<file path="config.mk">
export PLATFORM = sky130hd
export DESIGN_NAME = spi_master_slave_port
export DESIGN_NICKNAME = d
export VERILOG_FILES = /design/src/spi_port_pkg.sv /design/src/spi_master_slave_port.sv
export SDC_FILE = /design/constraint.sdc
export NUM_CORES = 1
export LEC_CHECK = 0
export BUFFER_PORTS_ARGS = -buffer_cell sky130_fd_sc_hd__buf_2
export CAP_MARGIN = 0
export CORE_ASPECT_RATIO = 0.7
export CORE_MARGIN = 8
export CORE_UTILIZATION = 55
export DETAILED_ROUTE_END_ITERATION = 16
export GPL_TIMING_DRIVEN = 0
export PLACE_DENSITY_LB_ADDON = 0.12
export SYNTH_ARGS = -nofsm -noshare
export SYNTH_HDL_FRONTEND = slang
export SYNTH_SLANG_ARGS = --single-unit
</file>
<file path="constraint.sdc">
create_clock -name clk_sys_i -period 2.7 [get_ports clk_sys_i]
set_input_delay 0.54 -clock clk_sys_i [delete_from_list [all_inputs] [get_ports clk_sys_i]]
set_output_delay 0.54 -clock clk_sys_i [all_outputs]
set_load 0.01 [all_outputs]
</file>
<file path="src/spi_port_pkg.sv">
// register map, field positions and timing constants of the serial port
package spi_port_pkg;
   localparam logic [3:0] MODE_CONTROL_OFS  = 4'h0;
   localparam logic [3:0] FORMAT_STATUS_OFS = 4'h4;
   localparam logic [3:0] SHIFT_DATA_OFS    = 4'h8;
   // mode control fields
   localparam int MODE_LSB      = 5;
   localparam int PORT_EN_POS   = 1;
   localparam int INCOMPLETE_POS = 0;
   localparam logic [7:0] MODE_CONTROL_RST = 8'hE0;
   // format / status fields
   localparam int POLARITY_POS  = 5;
   localparam int EDGE_POS      = 4;
   localparam int ORDER_POS     = 3;
   localparam int SEL_EN_POS    = 2;
   localparam int COLLISION_POS = 1;
   localparam int COMPLETE_POS  = 0;
   localparam logic [7:0] FORMAT_STATUS_RST = 8'h00;
   localparam logic [7:0] SHIFT_DATA_RST    = 8'h00;
   // half periods of the shift clock in system clocks
   localparam logic [5:0] HALF_DIV4  = 6'h02;
   localparam logic [5:0] HALF_DIV16 = 6'h08;
   localparam logic [5:0] HALF_DIV64 = 6'h20;
   localparam logic [3:0] BITS_PER_BYTE = 4'h8;

   typedef enum logic [2:0] {
      MODE_DIV4   = 3'b000,
      MODE_DIV16  = 3'b001,
      MODE_DIV64  = 3'b010,
      MODE_SUB    = 3'b011,
      MODE_TIMER  = 3'b100,
      MODE_SLAVE  = 3'b101,
      MODE_RSVD6  = 3'b110,
      MODE_RSVD7  = 3'b111
   } mode_type;
endpackage : spi_port_pkg

</file>
<file path="src/spi_master_slave_port.sv">
// byte-wide master/slave serial port with avalon-mm register access
//
// Local design decisions: register access over Avalon-MM and the address map.
`timescale 1ns/10ps
`default_nettype none
module spi_master_slave_port (
   input  wire logic        clk_sys_i,
   input  wire logic        rst_n_i,
   input  wire logic [3:0]  avs_address_i,
   input  wire logic        avs_read_i,
   input  wire logic        avs_write_i,
   input  wire logic [31:0] avs_writedata_i,
   output logic      [31:0] avs_readdata_o,
   output logic             avs_waitrequest_o,
   input  wire logic        sub_clock_i,
   input  wire logic        timer_match_i,
   input  wire logic        serial_in_line_i,
   output logic             serial_out_line_o,
   output logic             serial_out_line_oe_o,
   input  wire logic        shift_clock_line_i,
   output logic             shift_clock_line_o,
   output logic             shift_clock_line_oe_o,
   input  wire logic        slave_select_line_n_i,
   output logic             transfer_irq_o
);
   typedef enum logic [1:0] {
      ST_IDLE  = 2'b00,
      ST_LEAD  = 2'b01,
      ST_TRAIL = 2'b10
   } state_type;

   // three-stage synchronisers for pins and asynchronous clock sources
   logic [2:0] sck_sync_q, sck_sync_d;
   logic [2:0] ssn_sync_q, ssn_sync_d;
   logic [2:0] sub_sync_q, sub_sync_d;
   logic [2:0] sdi_sync_q, sdi_sync_d;
   logic       sck_val_q, sck_val_d;
   logic       ssn_val_q, ssn_val_d;
   logic       sub_val_q, sub_val_d;

   logic [7:0] mode_ctl_q, mode_ctl_d;
   logic [7:0] fmt_q, fmt_d;
   logic [7:0] data_q, data_d;
   logic [7:0] shift_q, shift_d;
   logic [3:0] bit_cnt_q, bit_cnt_d;
   logic [5:0] div_q, div_d;
   logic [2:0] cap_pipe_q, cap_pipe_d;
   logic [7:0] rx_q, rx_d;
   logic       sclk_q, sclk_d;
   logic       sdo_q, sdo_d;
   logic       busy_q, busy_d;
   state_type  state_q, state_d;
   logic       ack_q, ack_d;
   logic [7:0] rdata_q, rdata_d;

   spi_port_pkg::mode_type mode;
   logic en, sel_en, pol, edge_sel, msb_first, is_master, is_slave;
   logic selected, tick, lead_in, trail_in, sck_rise, sck_fall;
   logic bus_req, wr_mode, wr_fmt, wr_data;

   // sampling edge seen on the line: rise when pol xor edge is 0
   function automatic logic is_capture(input logic p, input logic e,
                                       input logic rise);
      is_capture = rise ? ~(p ^ e) : (p ^ e);
   endfunction : is_capture

   function automatic logic [7:0] shift_in(input logic [7:0] s,
                                           input logic msb,
                                           input logic b);
      shift_in = msb ? {s[6:0], b} : {b, s[7:1]};
   endfunction : shift_in

   function automatic logic out_bit(input logic [7:0] s, input logic msb);
      out_bit = msb ? s[7] : s[0];
   endfunction : out_bit

   assign mode      = spi_port_pkg::mode_type'(mode_ctl_q[7:5]);
   assign en        = mode_ctl_q[spi_port_pkg::PORT_EN_POS];
   assign pol       = fmt_q[spi_port_pkg::POLARITY_POS];
   assign edge_sel  = fmt_q[spi_port_pkg::EDGE_POS];
   assign msb_first = fmt_q[spi_port_pkg::ORDER_POS];
   assign sel_en    = fmt_q[spi_port_pkg::SEL_EN_POS];
   assign is_slave  = (mode == spi_port_pkg::MODE_SLAVE);
   assign is_master = (mode[2] == 1'b0) || (mode == spi_port_pkg::MODE_TIMER);
   assign selected  = ~sel_en | ~ssn_val_q;

   assign bus_req = (avs_read_i | avs_write_i) & ~ack_q;
   // a write lands only at the edge where waitrequest is already low
   assign wr_mode = avs_write_i & ack_q &
                    (avs_address_i == spi_port_pkg::MODE_CONTROL_OFS);
   assign wr_fmt  = avs_write_i & ack_q &
                    (avs_address_i == spi_port_pkg::FORMAT_STATUS_OFS);
   assign wr_data = avs_write_i & ack_q &
                    (avs_address_i == spi_port_pkg::SHIFT_DATA_OFS);

   // synchronisers; a value changes only when stages two and three agree
   always_comb begin
      sck_sync_d = {sck_sync_q[1:0], shift_clock_line_i};
      ssn_sync_d = {ssn_sync_q[1:0], slave_select_line_n_i};
      sub_sync_d = {sub_sync_q[1:0], sub_clock_i};
      sdi_sync_d = {sdi_sync_q[1:0], serial_in_line_i};
      sck_val_d  = (sck_sync_q[2] == sck_sync_q[1]) ? sck_sync_q[2] : sck_val_q;
      ssn_val_d  = (ssn_sync_q[2] == ssn_sync_q[1]) ? ssn_sync_q[2] : ssn_val_q;
      sub_val_d  = (sub_sync_q[2] == sub_sync_q[1]) ? sub_sync_q[2] : sub_val_q;
   end

   always_ff @(posedge clk_sys_i) begin
      if (!rst_n_i) begin
         sck_sync_q <= 3'h7;
         ssn_sync_q <= 3'h7;
         sub_sync_q <= 3'h0;
         sdi_sync_q <= 3'h0;
         sck_val_q  <= 1'b1;
         ssn_val_q  <= 1'b1;
         sub_val_q  <= 1'b0;
      end else begin
         sck_sync_q <= sck_sync_d;
         ssn_sync_q <= ssn_sync_d;
         sub_sync_q <= sub_sync_d;
         sdi_sync_q <= sdi_sync_d;
         sck_val_q  <= sck_val_d;
         ssn_val_q  <= ssn_val_d;
         sub_val_q  <= sub_val_d;
      end
   end

   assign sck_rise = sck_val_d & ~sck_val_q;
   assign sck_fall = ~sck_val_d & sck_val_q;

   // master half-period tick; sub clock gives one tick per edge, timer one per clock with match high
   always_comb begin
      div_d      = div_q;
      tick       = 1'b0;
      if (!busy_q || !is_master) begin
         div_d = 6'h00;
      end else begin
         case (mode)
            spi_port_pkg::MODE_DIV4,
            spi_port_pkg::MODE_DIV16,
            spi_port_pkg::MODE_DIV64: begin
               div_d = div_q + 6'h01;
               if ((mode == spi_port_pkg::MODE_DIV4 &&
                    div_d == spi_port_pkg::HALF_DIV4) ||
                   (mode == spi_port_pkg::MODE_DIV16 &&
                    div_d == spi_port_pkg::HALF_DIV16) ||
                   (mode == spi_port_pkg::MODE_DIV64 &&
                    div_d == spi_port_pkg::HALF_DIV64)) begin
                  tick  = 1'b1;
                  div_d = 6'h00;
               end
            end
            spi_port_pkg::MODE_SUB: tick = sub_val_d ^ sub_val_q;
            spi_port_pkg::MODE_TIMER: begin
               // each match toggles the line: clock is match rate / 2
               tick = timer_match_i;
            end
            default: tick = 1'b0;
         endcase
      end
   end

   // leading and trailing edges of a bit cell
   always_comb begin
      lead_in  = 1'b0;
      trail_in = 1'b0;
      if (is_master) begin
         lead_in  = tick & (state_q == ST_LEAD);
         trail_in = tick & (state_q == ST_TRAIL);
      end else if (is_slave && selected) begin
         lead_in  = is_capture(pol, edge_sel, 1'b1) ? sck_rise : sck_fall;
         trail_in = is_capture(pol, edge_sel, 1'b1) ? sck_fall : sck_rise;
      end
   end

   // shifter, flags and registers
   always_comb begin
      mode_ctl_d = mode_ctl_q;
      fmt_d      = fmt_q;
      data_d     = data_q;
      shift_d    = shift_q;
      bit_cnt_d  = bit_cnt_q;
      sclk_d     = sclk_q;
      sdo_d      = sdo_q;
      busy_d     = busy_q;
      state_d    = state_q;
      rx_d       = rx_q;
      cap_pipe_d = {cap_pipe_q[1:0], is_master & lead_in};
      if (wr_mode) begin
         mode_ctl_d = avs_writedata_i[7:0] & 8'hE3;
      end
      if (wr_fmt) begin
         fmt_d = avs_writedata_i[7:0] & 8'h3F;
      end
      if (!busy_q) begin
         sclk_d = pol ? 1'b0 : 1'b1;
      end
      if (wr_data) begin
         if (busy_q) begin
            fmt_d[spi_port_pkg::COLLISION_POS] = 1'b1;
         end else begin
            data_d  = avs_writedata_i[7:0];
            shift_d = avs_writedata_i[7:0];
            sdo_d   = out_bit(avs_writedata_i[7:0], msb_first);
            if (en && is_master) begin
               busy_d    = 1'b1;
               bit_cnt_d = 4'h0;
               state_d   = edge_sel ? ST_LEAD : ST_TRAIL;
               fmt_d[spi_port_pkg::COMPLETE_POS] = 1'b0;
            end
         end
      end
      if (is_slave && en && selected && !busy_q && (lead_in || trail_in)) begin
         busy_d    = 1'b1;
         bit_cnt_d = 4'h0;
         fmt_d[spi_port_pkg::COMPLETE_POS] = 1'b0;
      end
      if (is_master && busy_q && tick && state_q != ST_IDLE) begin
         sclk_d = ~sclk_q;
         state_d = (state_q == ST_LEAD) ? ST_TRAIL : ST_LEAD;
      end
      // edge=1 captures on the first toggle, edge=0 launches on it
      if (busy_q || (is_slave && en && selected)) begin
         if (lead_in) begin
            shift_d   = shift_in(shift_q, msb_first, sdi_sync_q[2]);
            bit_cnt_d = bit_cnt_q + 4'h1;
            if (bit_cnt_q == spi_port_pkg::BITS_PER_BYTE - 4'h1) begin
               state_d = ST_IDLE;
               if (!is_master) begin
                  data_d    = shift_in(shift_q, msb_first, sdi_sync_q[2]);
                  busy_d    = 1'b0;
                  bit_cnt_d = 4'h0;
                  fmt_d[spi_port_pkg::COMPLETE_POS] = 1'b1;
               end
            end
         end
         if (trail_in && bit_cnt_q != 4'h0) begin
            sdo_d = out_bit(shift_q, msb_first);
         end
      end
      // master reads the input three clocks after its capture edge, so the
      // synchroniser delay cannot hand it the previous bit at /4
      if (is_master && busy_q && cap_pipe_q[2]) begin
         rx_d = shift_in(rx_q, msb_first, sdi_sync_q[2]);
         if (state_q == ST_IDLE && cap_pipe_q[1:0] == 2'b00) begin
            data_d    = rx_d;
            busy_d    = 1'b0;
            bit_cnt_d = 4'h0;
            fmt_d[spi_port_pkg::COMPLETE_POS] = 1'b1;
         end
      end
      if (is_slave && en && sel_en && busy_q && ssn_val_q) begin
         busy_d = 1'b0;
         bit_cnt_d = 4'h0;
         mode_ctl_d[spi_port_pkg::INCOMPLETE_POS] = 1'b1;
         fmt_d[spi_port_pkg::COMPLETE_POS] = 1'b1;
      end
      if (!en) begin
         busy_d  = 1'b0;
         bit_cnt_d = 4'h0;
         state_d = ST_IDLE;
      end
   end

   always_ff @(posedge clk_sys_i) begin
      if (!rst_n_i) begin
         mode_ctl_q <= spi_port_pkg::MODE_CONTROL_RST;
         fmt_q      <= spi_port_pkg::FORMAT_STATUS_RST;
         data_q     <= spi_port_pkg::SHIFT_DATA_RST;
         shift_q    <= spi_port_pkg::SHIFT_DATA_RST;
         bit_cnt_q  <= 4'h0;
         div_q      <= 6'h00;
         cap_pipe_q <= 3'h0;
         rx_q       <= 8'h00;
         sclk_q     <= 1'b1;
         sdo_q      <= 1'b1;
         busy_q     <= 1'b0;
         state_q    <= ST_IDLE;
      end else begin
         mode_ctl_q <= mode_ctl_d;
         fmt_q      <= fmt_d;
         data_q     <= data_d;
         shift_q    <= shift_d;
         bit_cnt_q  <= bit_cnt_d;
         div_q      <= div_d;
         cap_pipe_q <= cap_pipe_d;
         rx_q       <= rx_d;
         sclk_q     <= sclk_d;
         sdo_q      <= sdo_d;
         busy_q     <= busy_d;
         state_q    <= state_d;
      end
   end

   // bus answers one cycle after the request; unmapped reads give zero
   always_comb begin
      ack_d   = bus_req;
      rdata_d = 8'h00;
      case (avs_address_i)
         spi_port_pkg::MODE_CONTROL_OFS:  rdata_d = mode_ctl_q & 8'hE3;
         spi_port_pkg::FORMAT_STATUS_OFS: rdata_d = fmt_q & 8'h3F;
         spi_port_pkg::SHIFT_DATA_OFS:    rdata_d = data_q;
         default:                         rdata_d = 8'h00;
      endcase
   end

   always_ff @(posedge clk_sys_i) begin
      if (!rst_n_i) begin
         ack_q   <= 1'b0;
         rdata_q <= 8'h00;
      end else begin
         ack_q   <= ack_d;
         rdata_q <= rdata_d;
      end
   end

   assign avs_waitrequest_o = (avs_read_i | avs_write_i) & ~ack_q;
   assign avs_readdata_o    = {24'h000000, rdata_q};

   // pin drive; everything released while the port is off
   assign shift_clock_line_o    = sclk_q;
   assign shift_clock_line_oe_o = en & is_master;
   assign serial_out_line_o     = busy_q ? sdo_q : 1'b1;
   assign serial_out_line_oe_o  = en & (is_master | (is_slave & selected));
   assign transfer_irq_o        = fmt_q[spi_port_pkg::COMPLETE_POS];
endmodule : spi_master_slave_port
`default_nettype wire

</file>
; Word-level counts from Yosys, hierarchy flattened
; Cells that the tools add are included.
[totals]
regBits = 77
in_bits = 45
out_inout_bits = 38
[classes]
addsub = 2
n_eq_ne = 17
n_mux = 81
n_bitwise = 27
n_reduce_logical = 37
[op_table]
columns = cell, n
row1 = 2-to-1 mux 8 bit, 14
row2 = 2-to-1 mux 1 bit, 43
row3 = 2-to-1 mux 4 bit, 10
row4 = one-hot mux 8 bit (3 select lines), 1
row5 = 2-to-1 mux 2 bit, 11
row6 = logical AND 1 bit, 18
row7 = bitwise AND 1 bit, 13
row8 = inverter 1 bit, 9
row9 = == test 4 x 3 -> 1 bit (second input constant), 2
row10 = adder 6 x 1 -> 6 bit (second input constant), 1
row11 = == test 3 x 2 -> 1 bit (second input constant), 2
row12 = == test 3 bit (second input constant), 2
row13 = == test 6 x 2 -> 1 bit (second input constant), 1
row14 = == test 6 x 4 -> 1 bit (second input constant), 1
row15 = == test 6 bit (second input constant), 1
row16 = logical OR 1 bit, 6
row17 = 2-to-1 mux 6 bit, 1
row18 = OR reduction 3 bit, 2
row19 = adder 4 x 1 -> 4 bit (second input constant), 1
row20 = == test 4 bit (second input constant), 1
row21 = logical NOT 2 bit, 2
row22 = logical NOT 4 bit, 1
row23 = nonzero test 2 bit, 2
row24 = nonzero test 4 bit, 1
row25 = other kinds (12), 18

; Logic depth before layout (Yosys ltp)
; Gate-level depths: netlist (run 1).
[depth]
word_depth = 20
depth_mapped = 10

; Worst setup path before layout (run 1)
; No wires, ideal clock.
[synth_timing]
path_type = register -> register
start = register div_q[0]
end = register bit_cnt_q[3]
setup_ps = 122
arrival_ps = 2036
slack_ps = 542
stages_incl_launch_ff = 9
n_path_buf = 0
cell_sequence = dfxtp_1 ha_1 or3b_1 a2bb2oi_1 nor2_1 nor4_2 o31ai_4 nor3b_2 a221o_1
[synth_between]
elab_chain_len = 17
elab_cells_between_ends = 23
[synth_lines]
columns = item, line_no
row1 = from (decl), spi_master_slave_port.sv:46  ; logic [5:0] div_q, div_d;
row2 = from (signal assigned), spi_master_slave_port.sv:284  ; div_q <= div_d;
row3 = adder 6 x 1 -> 6 bit *, spi_master_slave_port.sv:141  ; div_d = div_q + 6'h01;
row4 = == test 6 x 2 -> 1 bit or == test 6 x 4 -> 1 bit (tied branches), "spi_master_slave_port.sv:143, spi_master_slave_port.sv:145"
row5 = "logical AND 1 bit, on equally long branches", "spi_master_slave_port.sv:142, spi_master_slave_port.sv:144"
row6 = logical OR 1 bit, spi_master_slave_port.sv:143  ; div_d == spi_port_pkg::HALF_DIV4) ||
row7 = logical OR 1 bit *, spi_master_slave_port.sv:145  ; div_d == spi_port_pkg::HALF_DIV16) ||
row8 = 2-to-1 mux 1 bit *, spi_master_slave_port.sv:142  ; if ((mode == spi_port_pkg::MODE_DIV4 &&
row9 = one-hot mux 1 bit (3 select lines) *, spi_master_slave_port.sv:137  ; case (mode)
row10 = 2-to-1 mux 1 bit *, spi_master_slave_port.sv:134  ; if (!busy_q || !is_master) begin
row11 = "bitwise AND 1 bit, on equally long branches", "spi_master_slave_port.sv:167, spi_master_slave_port.sv:168"
row12 = 2-to-1 mux 1 bit, spi_master_slave_port.sv:166  ; if (is_master) begin
row13 = logical OR 1 bit, spi_master_slave_port.sv:212  ; if (is_slave && en && selected && !busy_q && (lead_in || trail_in)) begin
row14 = logical AND 1 bit, spi_master_slave_port.sv:212
row15 = 2-to-1 mux 4 bit, spi_master_slave_port.sv:212
row16 = 2-to-1 mux 4 bit, spi_master_slave_port.sv:223  ; if (lead_in) begin
row17 = 2-to-1 mux 4 bit *, spi_master_slave_port.sv:222  ; if (busy_q || (is_slave && en && selected)) begin
row18 = 2-to-1 mux 4 bit, spi_master_slave_port.sv:244  ; if (state_q == ST_IDLE && cap_pipe_q[1:0] == 2'b00) begin
row19 = 2-to-1 mux 4 bit *, spi_master_slave_port.sv:242  ; if (is_master && busy_q && cap_pipe_q[2]) begin
row20 = to (signal assigned), spi_master_slave_port.sv:283  ; bit_cnt_q <= bit_cnt_d;
row21 = to (decl), spi_master_slave_port.sv:45  ; logic [3:0] bit_cnt_q, bit_cnt_d;
; Every way passes the cells marked *; elsewhere a longest branch is shown, timed or not.
; A chain may end at the register's enable or synchronous reset.

; Worst setup path after layout (run 1)
[layout_timing]
start = register div_q[0]
end = register data_q[2]
[layout_between]
elab_chain_len = 14
elab_cells_between_ends = 18
[layout_lines]
columns = item, line_no
row1 = adder 6 x 1 -> 6 bit *, spi_master_slave_port.sv:141
row2 = == test 6 x 2 -> 1 bit or == test 6 x 4 -> 1 bit (tied branches), "spi_master_slave_port.sv:143, spi_master_slave_port.sv:145"
row3 = "logical AND 1 bit, on equally long branches", "spi_master_slave_port.sv:142, spi_master_slave_port.sv:144"
row4 = logical OR 1 bit, spi_master_slave_port.sv:143
row5 = logical OR 1 bit *, spi_master_slave_port.sv:145
row6 = 2-to-1 mux 1 bit *, spi_master_slave_port.sv:142
row7 = one-hot mux 1 bit (3 select lines) *, spi_master_slave_port.sv:137
row8 = 2-to-1 mux 1 bit *, spi_master_slave_port.sv:134
row9 = bitwise AND 1 bit *, spi_master_slave_port.sv:167  ; lead_in = tick & (state_q == ST_LEAD);
row10 = 2-to-1 mux 1 bit *, spi_master_slave_port.sv:166
row11 = 2-to-1 mux 8 bit *, spi_master_slave_port.sv:223
row12 = 2-to-1 mux 8 bit *, spi_master_slave_port.sv:222
row13 = 2-to-1 mux 8 bit, spi_master_slave_port.sv:244
row14 = 2-to-1 mux 8 bit *, spi_master_slave_port.sv:242
row15 = to (signal assigned), spi_master_slave_port.sv:268  ; data_q <= spi_port_pkg::SHIFT_DATA_RST;
row16 = to (signal assigned), spi_master_slave_port.sv:281  ; data_q <= data_d;
row17 = to (decl), spi_master_slave_port.sv:43  ; logic [7:0] data_q, data_d;
; Marks and branches as above.

==> results of run 1 <==
cells in the final DEF (no fill, tap or decap), types with 3 or more instances in the layout:
| master | instances |
|---|---|
| sky130_fd_sc_hd__dfxtp_1 | 77 |
| sky130_fd_sc_hd__mux2i_1 | 59 |
| sky130_fd_sc_hd__nor2_1 | 35 |
| sky130_fd_sc_hd__buf_2 | 33 |
| sky130_fd_sc_hd__nand2_1 | 27 |
| sky130_fd_sc_hd__buf_4 | 25 |
| sky130_fd_sc_hd__conb_1 | 24 |
| sky130_fd_sc_hd__and2_1 | 20 |
| sky130_fd_sc_hd__nor2b_1 | 17 |
| sky130_fd_sc_hd__clkbuf_1 | 16 |
| sky130_fd_sc_hd__a21oi_1 | 16 |
| sky130_fd_sc_hd__o21ai_0 | 13 |
| sky130_fd_sc_hd__nand2b_1 | 10 |
| sky130_fd_sc_hd__mux2_2 | 9 |
| sky130_fd_sc_hd__clkbuf_8 | 9 |
| sky130_fd_sc_hd__a221oi_1 | 8 |
| sky130_fd_sc_hd__nand3_1 | 7 |
| sky130_fd_sc_hd__inv_1 | 6 |
| sky130_fd_sc_hd__nand3b_1 | 6 |
| sky130_fd_sc_hd__nor3_1 | 6 |
| sky130_fd_sc_hd__xor2_1 | 5 |
| sky130_fd_sc_hd__nand4_1 | 5 |
| sky130_fd_sc_hd__ha_1 | 5 |
| sky130_fd_sc_hd__buf_6 | 4 |
| sky130_fd_sc_hd__and3_1 | 4 |
| sky130_fd_sc_hd__xnor2_1 | 4 |
| sky130_fd_sc_hd__a211o_1 | 4 |
| sky130_fd_sc_hd__a22oi_1 | 3 |
| sky130_fd_sc_hd__a211oi_1 | 3 |
| sky130_fd_sc_hd__a21o_1 | 3 |
where the power goes:
group	internal [W]	switching [W]	total (W)
registers	0.00115	0.00000616	0.00115
logic	0.0000574	0.0000739	0.000131
clock network	0.000524	0.000425	0.000949
total	0.00173	0.000505	0.00223
worst max-delay path: stages, from the launching register on:
cell and delay, ps:
sky130_fd_sc_hd__dfxtp_1 440, sky130_fd_sc_hd__ha_1 200, sky130_fd_sc_hd__or3b_1 350, sky130_fd_sc_hd__a2bb2oi_1 150
sky130_fd_sc_hd__nor2_1 90, sky130_fd_sc_hd__nor4_2 260, sky130_fd_sc_hd__o31ai_4 180, sky130_fd_sc_hd__nor3_4 420
sky130_fd_sc_hd__a221oi_1 200
kinds of logic after synthesis:
| logic type | Yosys count |
|---|---|
| buf+inv | 54 |
| fa+ha+maj | 5 |
| compound gates | 71 |
| simple gates | 150 |
| other cells | 1 |
| flops | 77 |
| xor+xnor | 9 |
| mux | 68 |
layout make-up:
class | instances | area, um^2
Buffer | 48 | 308
Clock buffer | 11 | 131
Clock inverter | 5 | 85.1
Fill cell | 639 | 2580
Inverter | 6 | 22.5
Multi-Input combinational cell | 327 | 2240
Sequential cell | 77 | 1540
Tap cell | 98 | 123
Timing Repair Buffer | 31 | 155
state kept, by name (all words and copies together) (netlist names), 2 cells and up:
name / count
sub_sync_q: 3
state_q: 2
data_q: 8
div_q: 6
bit_cnt_q: 4
ssn_sync_q: 3
sck_sync_q: 3
mode_ctl_q: 5
rdata_q: 8
sdi_sync_q: 3
shift_q: 8
rx_q: 8
cap_pipe_q: 3
fmt_q: 6
stage by stage:
| step | hold WS [ps] | cell area, um^2 | util | worst slack, ps | instances |
|---|---|---|---|---|---|
| floorplan | 386 | 4110 | - | 542 | 458 |
| global placement | 390 | 4390 | 0.611 | 249 | 587 |
| detailed placement | 396 | 4390 | 0.611 | 240 | 587 |
| CTS | 359 | 4610 | 0.641 | 248 | 603 |
| global route | 358 | 4610 | 0.641 | 75.1 | 603 |
| finish | 370 | 4610 | 0.641 | 252 | 603 |
metal layers:
metal  up-vias  track usage
met2       113        0.281
met3        11       0.0554
met5         -            0
met4         0       0.0579
met1      1498        0.261
li1       1609            -
worst paths after layout:
check	start	end
worst max register to register	div_q[0]	data_q[2]
worst max-delay path	div_q[0]	data_q[2]
worst min-delay path	shift_clock_line_i	sck_sync_q[0]
worst min register to register	sck_sync_q[0]	sck_sync_q[1]
==> Flow_metrics.wiki, run 1 <==
{| class="wikitable"
! Metric !! Value
|-
| Run status || completed
|-
| Vias per Instance || 5.36
|-
| Xor and xnor area share after synthesis || 0.0196
|-
| Clock-pin transition on the worst setup and hold timing paths || 80 ps
|-
| Total number of yosys warnings || 0
|-
| Total Power || 0.00223 W
|-
| Post-Synthesis Cell Area || 4030 um^2
|-
| FF+latch count, synth || 77
|-
| Area grow syn2layout || 14.4%
|-
| Buffers on Ports || 31
|-
| Critical path capture point type || register
|-
| Effective utilization at floorplan || 0.560
|-
| CTS Hold Bufs || 0
|-
| Share of cells above drive strength 1 || 0.194
|-
| Area share of fa/ha/maj cells after synthesis || 0.0155
|-
| Synthesized-area fraction occupied by and/or/nand/nor cells || 0.203
|-
| Pin count of the biggest net entering global routing || 14
|-
| Vias in the first global route || 3,145
|-
| Worst hold stages || 2
|-
| Total power density per cell area || 485 nW/um^2
|-
| Type of the worst min-delay path || primary input to register
|-
| Fraction of the yosys area taken by sequential cells || 0.383
|-
| Largest family of logic cells by synthesized area || simple AND/OR/NAND/NOR gates
|-
| Final period utilization || 0.907
|-
| IR Drop Worst-Case VDD || 0.000313 V
|-
| Total count of hold-check failures in the final report || 0
|-
| Worst-case register-to-register setup slack || 250 ps
|-
| Number of failing setup endpoints in the final timing report || 0
|-
| Static leakage || 2.01 nW
|-
| GRT Util Overall || 0.190
|-
| Final RePlAce weighted congestion || 0.841
|-
| Count of antenna-violating nets left after detailed routing || 0
|-
| Antenna cells || 0
|-
| Synth cell count leaders || 77 x sky130_fd_sc_hd__dfxtp_1, 59 x sky130_fd_sc_hd__mux2i_1, 35 x sky130_fd_sc_hd__nor2_1
|-
| CTS tree || done
|-
| First-pass detailed-route iteration total || 5
|-
| Top-area cell type share of the netlist area || 0.383
|-
| First-pass GRT wire length || 15,800 um
|-
| Setup tns final || 0 ps
|-
| Fmax || 408 MHz
|-
| Clock skew after layout || 9.09 ps
|-
| Die Area || 10,400 um^2
|-
| Detail Route met2 WL || 3970 um
|-
| Post-cts sizing count || 0
|-
| Overall via count from detail_route || 3,231
|-
| Max-capacitance violation count || 0
|-
| Most frequently used cell type in the post-synthesis netlist || sky130_fd_sc_hd__dfxtp_1
|-
| First DRT Iteration DRCs || 279
|-
| Bufs on Longest Clock Path || 2
|-
| Wirelength, routed || 9550 um
|-
| Width of the chip || 118 um
|-
| H-tree depth reported by CTS || 3
|-
| RSZ-0062 raised after global routing || no
|-
| Drt drc || 0
|-
| Wire length per cell after detailed routing || 15.8 um
|-
| CP Data Required Time || 2900 ps
|-
| Slew margin rel. || 0.577
|-
| Share of the synthesized area in compound gates (AO/OA/AOI/OAI) || 0.125
|-
| Worst-margin pin slew || 634 ps
|-
| Critical path fanouts, max || 10
|-
| Worst Setup Path Type || register to register
|-
| Synthesized netlist cell count || 435
|-
| Pins over their slew limit || 0
|-
| Fraction of synthesized area in multiplexers || 0.172
|-
| Critical Path Source Type || register
|-
| Die Span Y || 87.6 um
|-
| Number of placement rows || 26
|-
| Area leader, netlist || sky130_fd_sc_hd__dfxtp_1
|-
| Number of buffers added for setup after CTS || 0
|-
| Final net count || 550
|-
| Number of top-level pins || 83
|-
| Clock buffers created by TritonCTS || 9
|-
| Total grt overflow || 0
|-
| Wire length on met3 || 736 um
|-
| Number of enable flip-flop cells after synthesis || 0
|-
| Synth area leaders || sky130_fd_sc_hd__dfxtp_1 38%, sky130_fd_sc_hd__mux2i_1 15%, sky130_fd_sc_hd__buf_4 4.7%
|-
| Uppermost routed layer || met4
|-
| Root buffer cell || sky130_fd_sc_hd__clkbuf_8
|-
| Routed length on met1 || 4740 um
|-
| Total half-perimeter wirelength after legalization and detailed placement || 7280 um
|-
| Initial antenna violation count || 0
|-
| Predominant post-synthesis flop cell || sky130_fd_sc_hd__dfxtp_1
|-
| Worst-Skew Late Latency || 350 ps
|-
| Reg2reg path depth || 8
|-
| Placeable core region || 7190 um^2
|-
| Distinct cell type count of the synthesized netlist || 59
|-
| Synthesized area per cell || 9.26 um^2
|-
| Async set or reset register ratio after synthesis || 0
|-
| Data arrival time of the critical path || 2650 ps
|-
| Sinks on the clock net || 77
|-
| Minimum clock period after layout || 2450 ps
|}
No activity file was read; power rests on OpenSTA's default activity.
==> run 2, diff against run 1 <==
Settings changed: CELL_PAD_IN_SITES_DETAIL_PLACEMENT from default to 1, CELL_PAD_IN_SITES_GLOBAL_PLACEMENT from default to 2, CORE_UTILIZATION 55 to 33.
==> Flow_metrics.wiki, run 2 (same netlist as run 1, synthesis figures left out) <==
{| class="wikitable"
! Metric !! Value
|-
| Post-placement cell count || 646
|-
| Post-Layout Inst Area || 4770 um^2
|-
| Area grow syn2layout || 18.4%
|-
| Final RePlAce weighted congestion || 0.761
|-
| Die Area || 16,100 um^2
|-
| Run status || completed
|-
| Area after detailed placement || 4470 um^2
|-
| Total count of hold-check failures in the final report || 0
|-
| Total grt overflow || 0
|-
| Number of failing setup endpoints in the final timing report || 0
|-
| Worst Setup Path Type || register to register
|-
| Worst reg2reg endpoint || bit_cnt_q[3]
|-
| Initial antenna violation count || 0
|-
| Drt drc || 0
|-
| Critical path fanouts, max || 10
|-
| Number of placement rows || 33
|-
| Most frequent cells in the layout || 77 x sky130_fd_sc_hd__dfxtp_1, 59 x sky130_fd_sc_hd__mux2i_1, 35 x sky130_fd_sc_hd__nor2_1
|-
| Vias in the first global route || 3,500
|-
| Total power density per cell area || 513 nW/um^2
|-
| RSZ-0062 raised after global routing || no
|-
| Setup tns final || 0 ps
|-
| Detail Route met2 WL || 4750 um
|-
| Critical Path Source Type || register
|-
| Wire length per cell after detailed routing || 17.5 um
|-
| Uppermost routed layer || met4
|-
| Critical path capture point type || register
|-
| Number of top-level pins || 83
|-
| Placeable core region || 11,800 um^2
|-
| Pin count of the biggest net entering global routing || 16
|-
| Worst hold stages || 2
|-
| Pins over their slew limit || 0
|-
| Most common cell after layout, fill and taps aside || sky130_fd_sc_hd__dfxtp_1
|-
| Reg2reg path depth || 9
|-
| Portion of total power attributed to combinational logic || 0.056
|-
| Effective utilization at floorplan || 0.341
|-
| Total half-perimeter wirelength after legalization and detailed placement || 8860 um
|-
| Clock-pin transition on the worst setup and hold timing paths || 60 ps
|-
| Wirelength, routed || 11,600 um
|-
| Final net count || 551
|-
| Wire length on met3 || 571 um
|-
| Final period utilization || 0.909
|-
| Clock buffers created by TritonCTS || 9
|-
| Worst-Skew Late Latency || 340 ps
|-
| Overall via count from detail_route || 3,253
|-
| Switching power || 0.000607 W
|-
| First-pass detailed-route iteration total || 4
|-
| CTS Hold Bufs || 0
|-
| End point of the worst hold path || ssn_sync_q[0]
|-
| Worst-margin pin slew || 706 ps
|-
| Antenna cells || 0
|-
| Start point of the worst hold path || slave_select_line_n_i
|-
| Buffers on Ports || 31
|-
| Launch instance of the worst register-to-register path || mode_ctl_q[5]
|-
| Root buffer cell || sky130_fd_sc_hd__clkbuf_16
|-
| H-tree depth reported by CTS || 3
|-
| Fraction of power consumed by the clock network || 0.472
|-
| Max-capacitance violation count || 0
|-
| Minimum clock period after layout || 2450 ps
|-
| Worst-case register-to-register setup slack || 250 ps
|-
| First DRT Iteration DRCs || 187
|-
| Count of antenna-violating nets left after detailed routing || 0
|-
| Clock skew after layout || 4.83 ps
|-
| Sinks on the clock net || 77
|-
| Filler Cell Count || 1,384
|-
| Data arrival time of the critical path || 2680 ps
|-
| Switch share || 0.248
|-
| Share of cells above drive strength 1 || 0.200
|-
| Routed length on met1 || 6180 um
|-
| Fmax || 408 MHz
|-
| Internal Pwr Total || 0.00184 W
|-
| IR Drop Worst-Case VDD || 0.000282 V
|-
| Layout Cells excl Fill || 663
|-
| Bufs on Longest Clock Path || 2
|-
| GRT Util Overall || 0.151
|-
| First-pass GRT wire length || 19,100 um
|-
| CTS tree || done
|-
| Die Span Y || 108 um
|-
| Width of the chip || 148 um
|-
| Static leakage || 2.05 nW
|-
| Sequential share of power || 0.472
|-
| CP Data Required Time || 2920 ps
|-
| Slew margin rel. || 0.529
|-
| Vias per Instance || 4.91
|-
| Post-cts sizing count || 0
|-
| Type of the worst min-delay path || primary input to register
|}
==> run 2: worst max-delay path, cell delays in order, from the launching register on <==
cell and delay (ps):
sky130_fd_sc_hd__dfxtp_1 310, sky130_fd_sc_hd__buf_6 140, sky130_fd_sc_hd__o21ai_2 410, sky130_fd_sc_hd__and3_1 230, sky130_fd_sc_hd__buf_4 220, sky130_fd_sc_hd__nand2_4 130
sky130_fd_sc_hd__o21a_1 170, sky130_fd_sc_hd__nand3_1 240, sky130_fd_sc_hd__nor3b_2 140, sky130_fd_sc_hd__a221o_1 350
==> run 2: power groups by stage <==
stage	combinational, W	clock [W]	sequential (W)
floorplan	0.0000892	0	0.00118
global placement	0.000135	0	0.00118
detailed placement	0.000135	0	0.00118
CTS	0.000136	0.00119	0.00115
global route	0.000153	0.00124	0.00115
finish	0.000138	0.00115	0.00115
==> run 2: worst max-delay path by stage <==
stage,start,to
after floorplan,div_q[0],bit_cnt_q[3]
after global placement,avs_address_i[3],shift_q[6]
after detailed placement,avs_address_i[3],data_q[6]
after CTS,div_q[0],data_q[6]
after global routing,div_q[0],bit_cnt_q[3]
final,mode_ctl_q[5],bit_cnt_q[3]
==> run 2: through the flow <==
step,util,power [W],worst slack [ps],hold slack [ps]
2_1_floorplan,-,0.00127,542,386
3_3_place_gp,0.378,0.00131,163,388
3_5_place_dp,0.378,0.00131,98.7,405
4_1_cts,0.402,0.00248,214,371
5_1_grt,0.404,0.00255,86.3,379
6_report,0.404,0.00245,247,380
==> run 2: cell type report <==
cell class	count	area, um^2	area share
buffer	48	308	0.0645
clock buffer	9	225	0.0472
clock inverter	7	57.6	0.0121
inverter	6	22.5	0.00472
multi-input combinational	327	2240	0.470
sequential	77	1540	0.323
tap	157	196	0.0412
timing repair buffer	32	175	0.0367
==> run 2: per-layer routing <==
metal	GRT usage	vias up
met3	0.0417	9
li1	-	1609
met4	0.0377	0
met1	0.210	1569
met5	0	-
met2	0.224	66
==> run 2: repair_timing <==
action | 4_1_cts | 5_1_grt
buffers inserted | 0 | 1
setup endpoints to repair | 0 | 8
endpoints found under the hold margin | 0 | 0
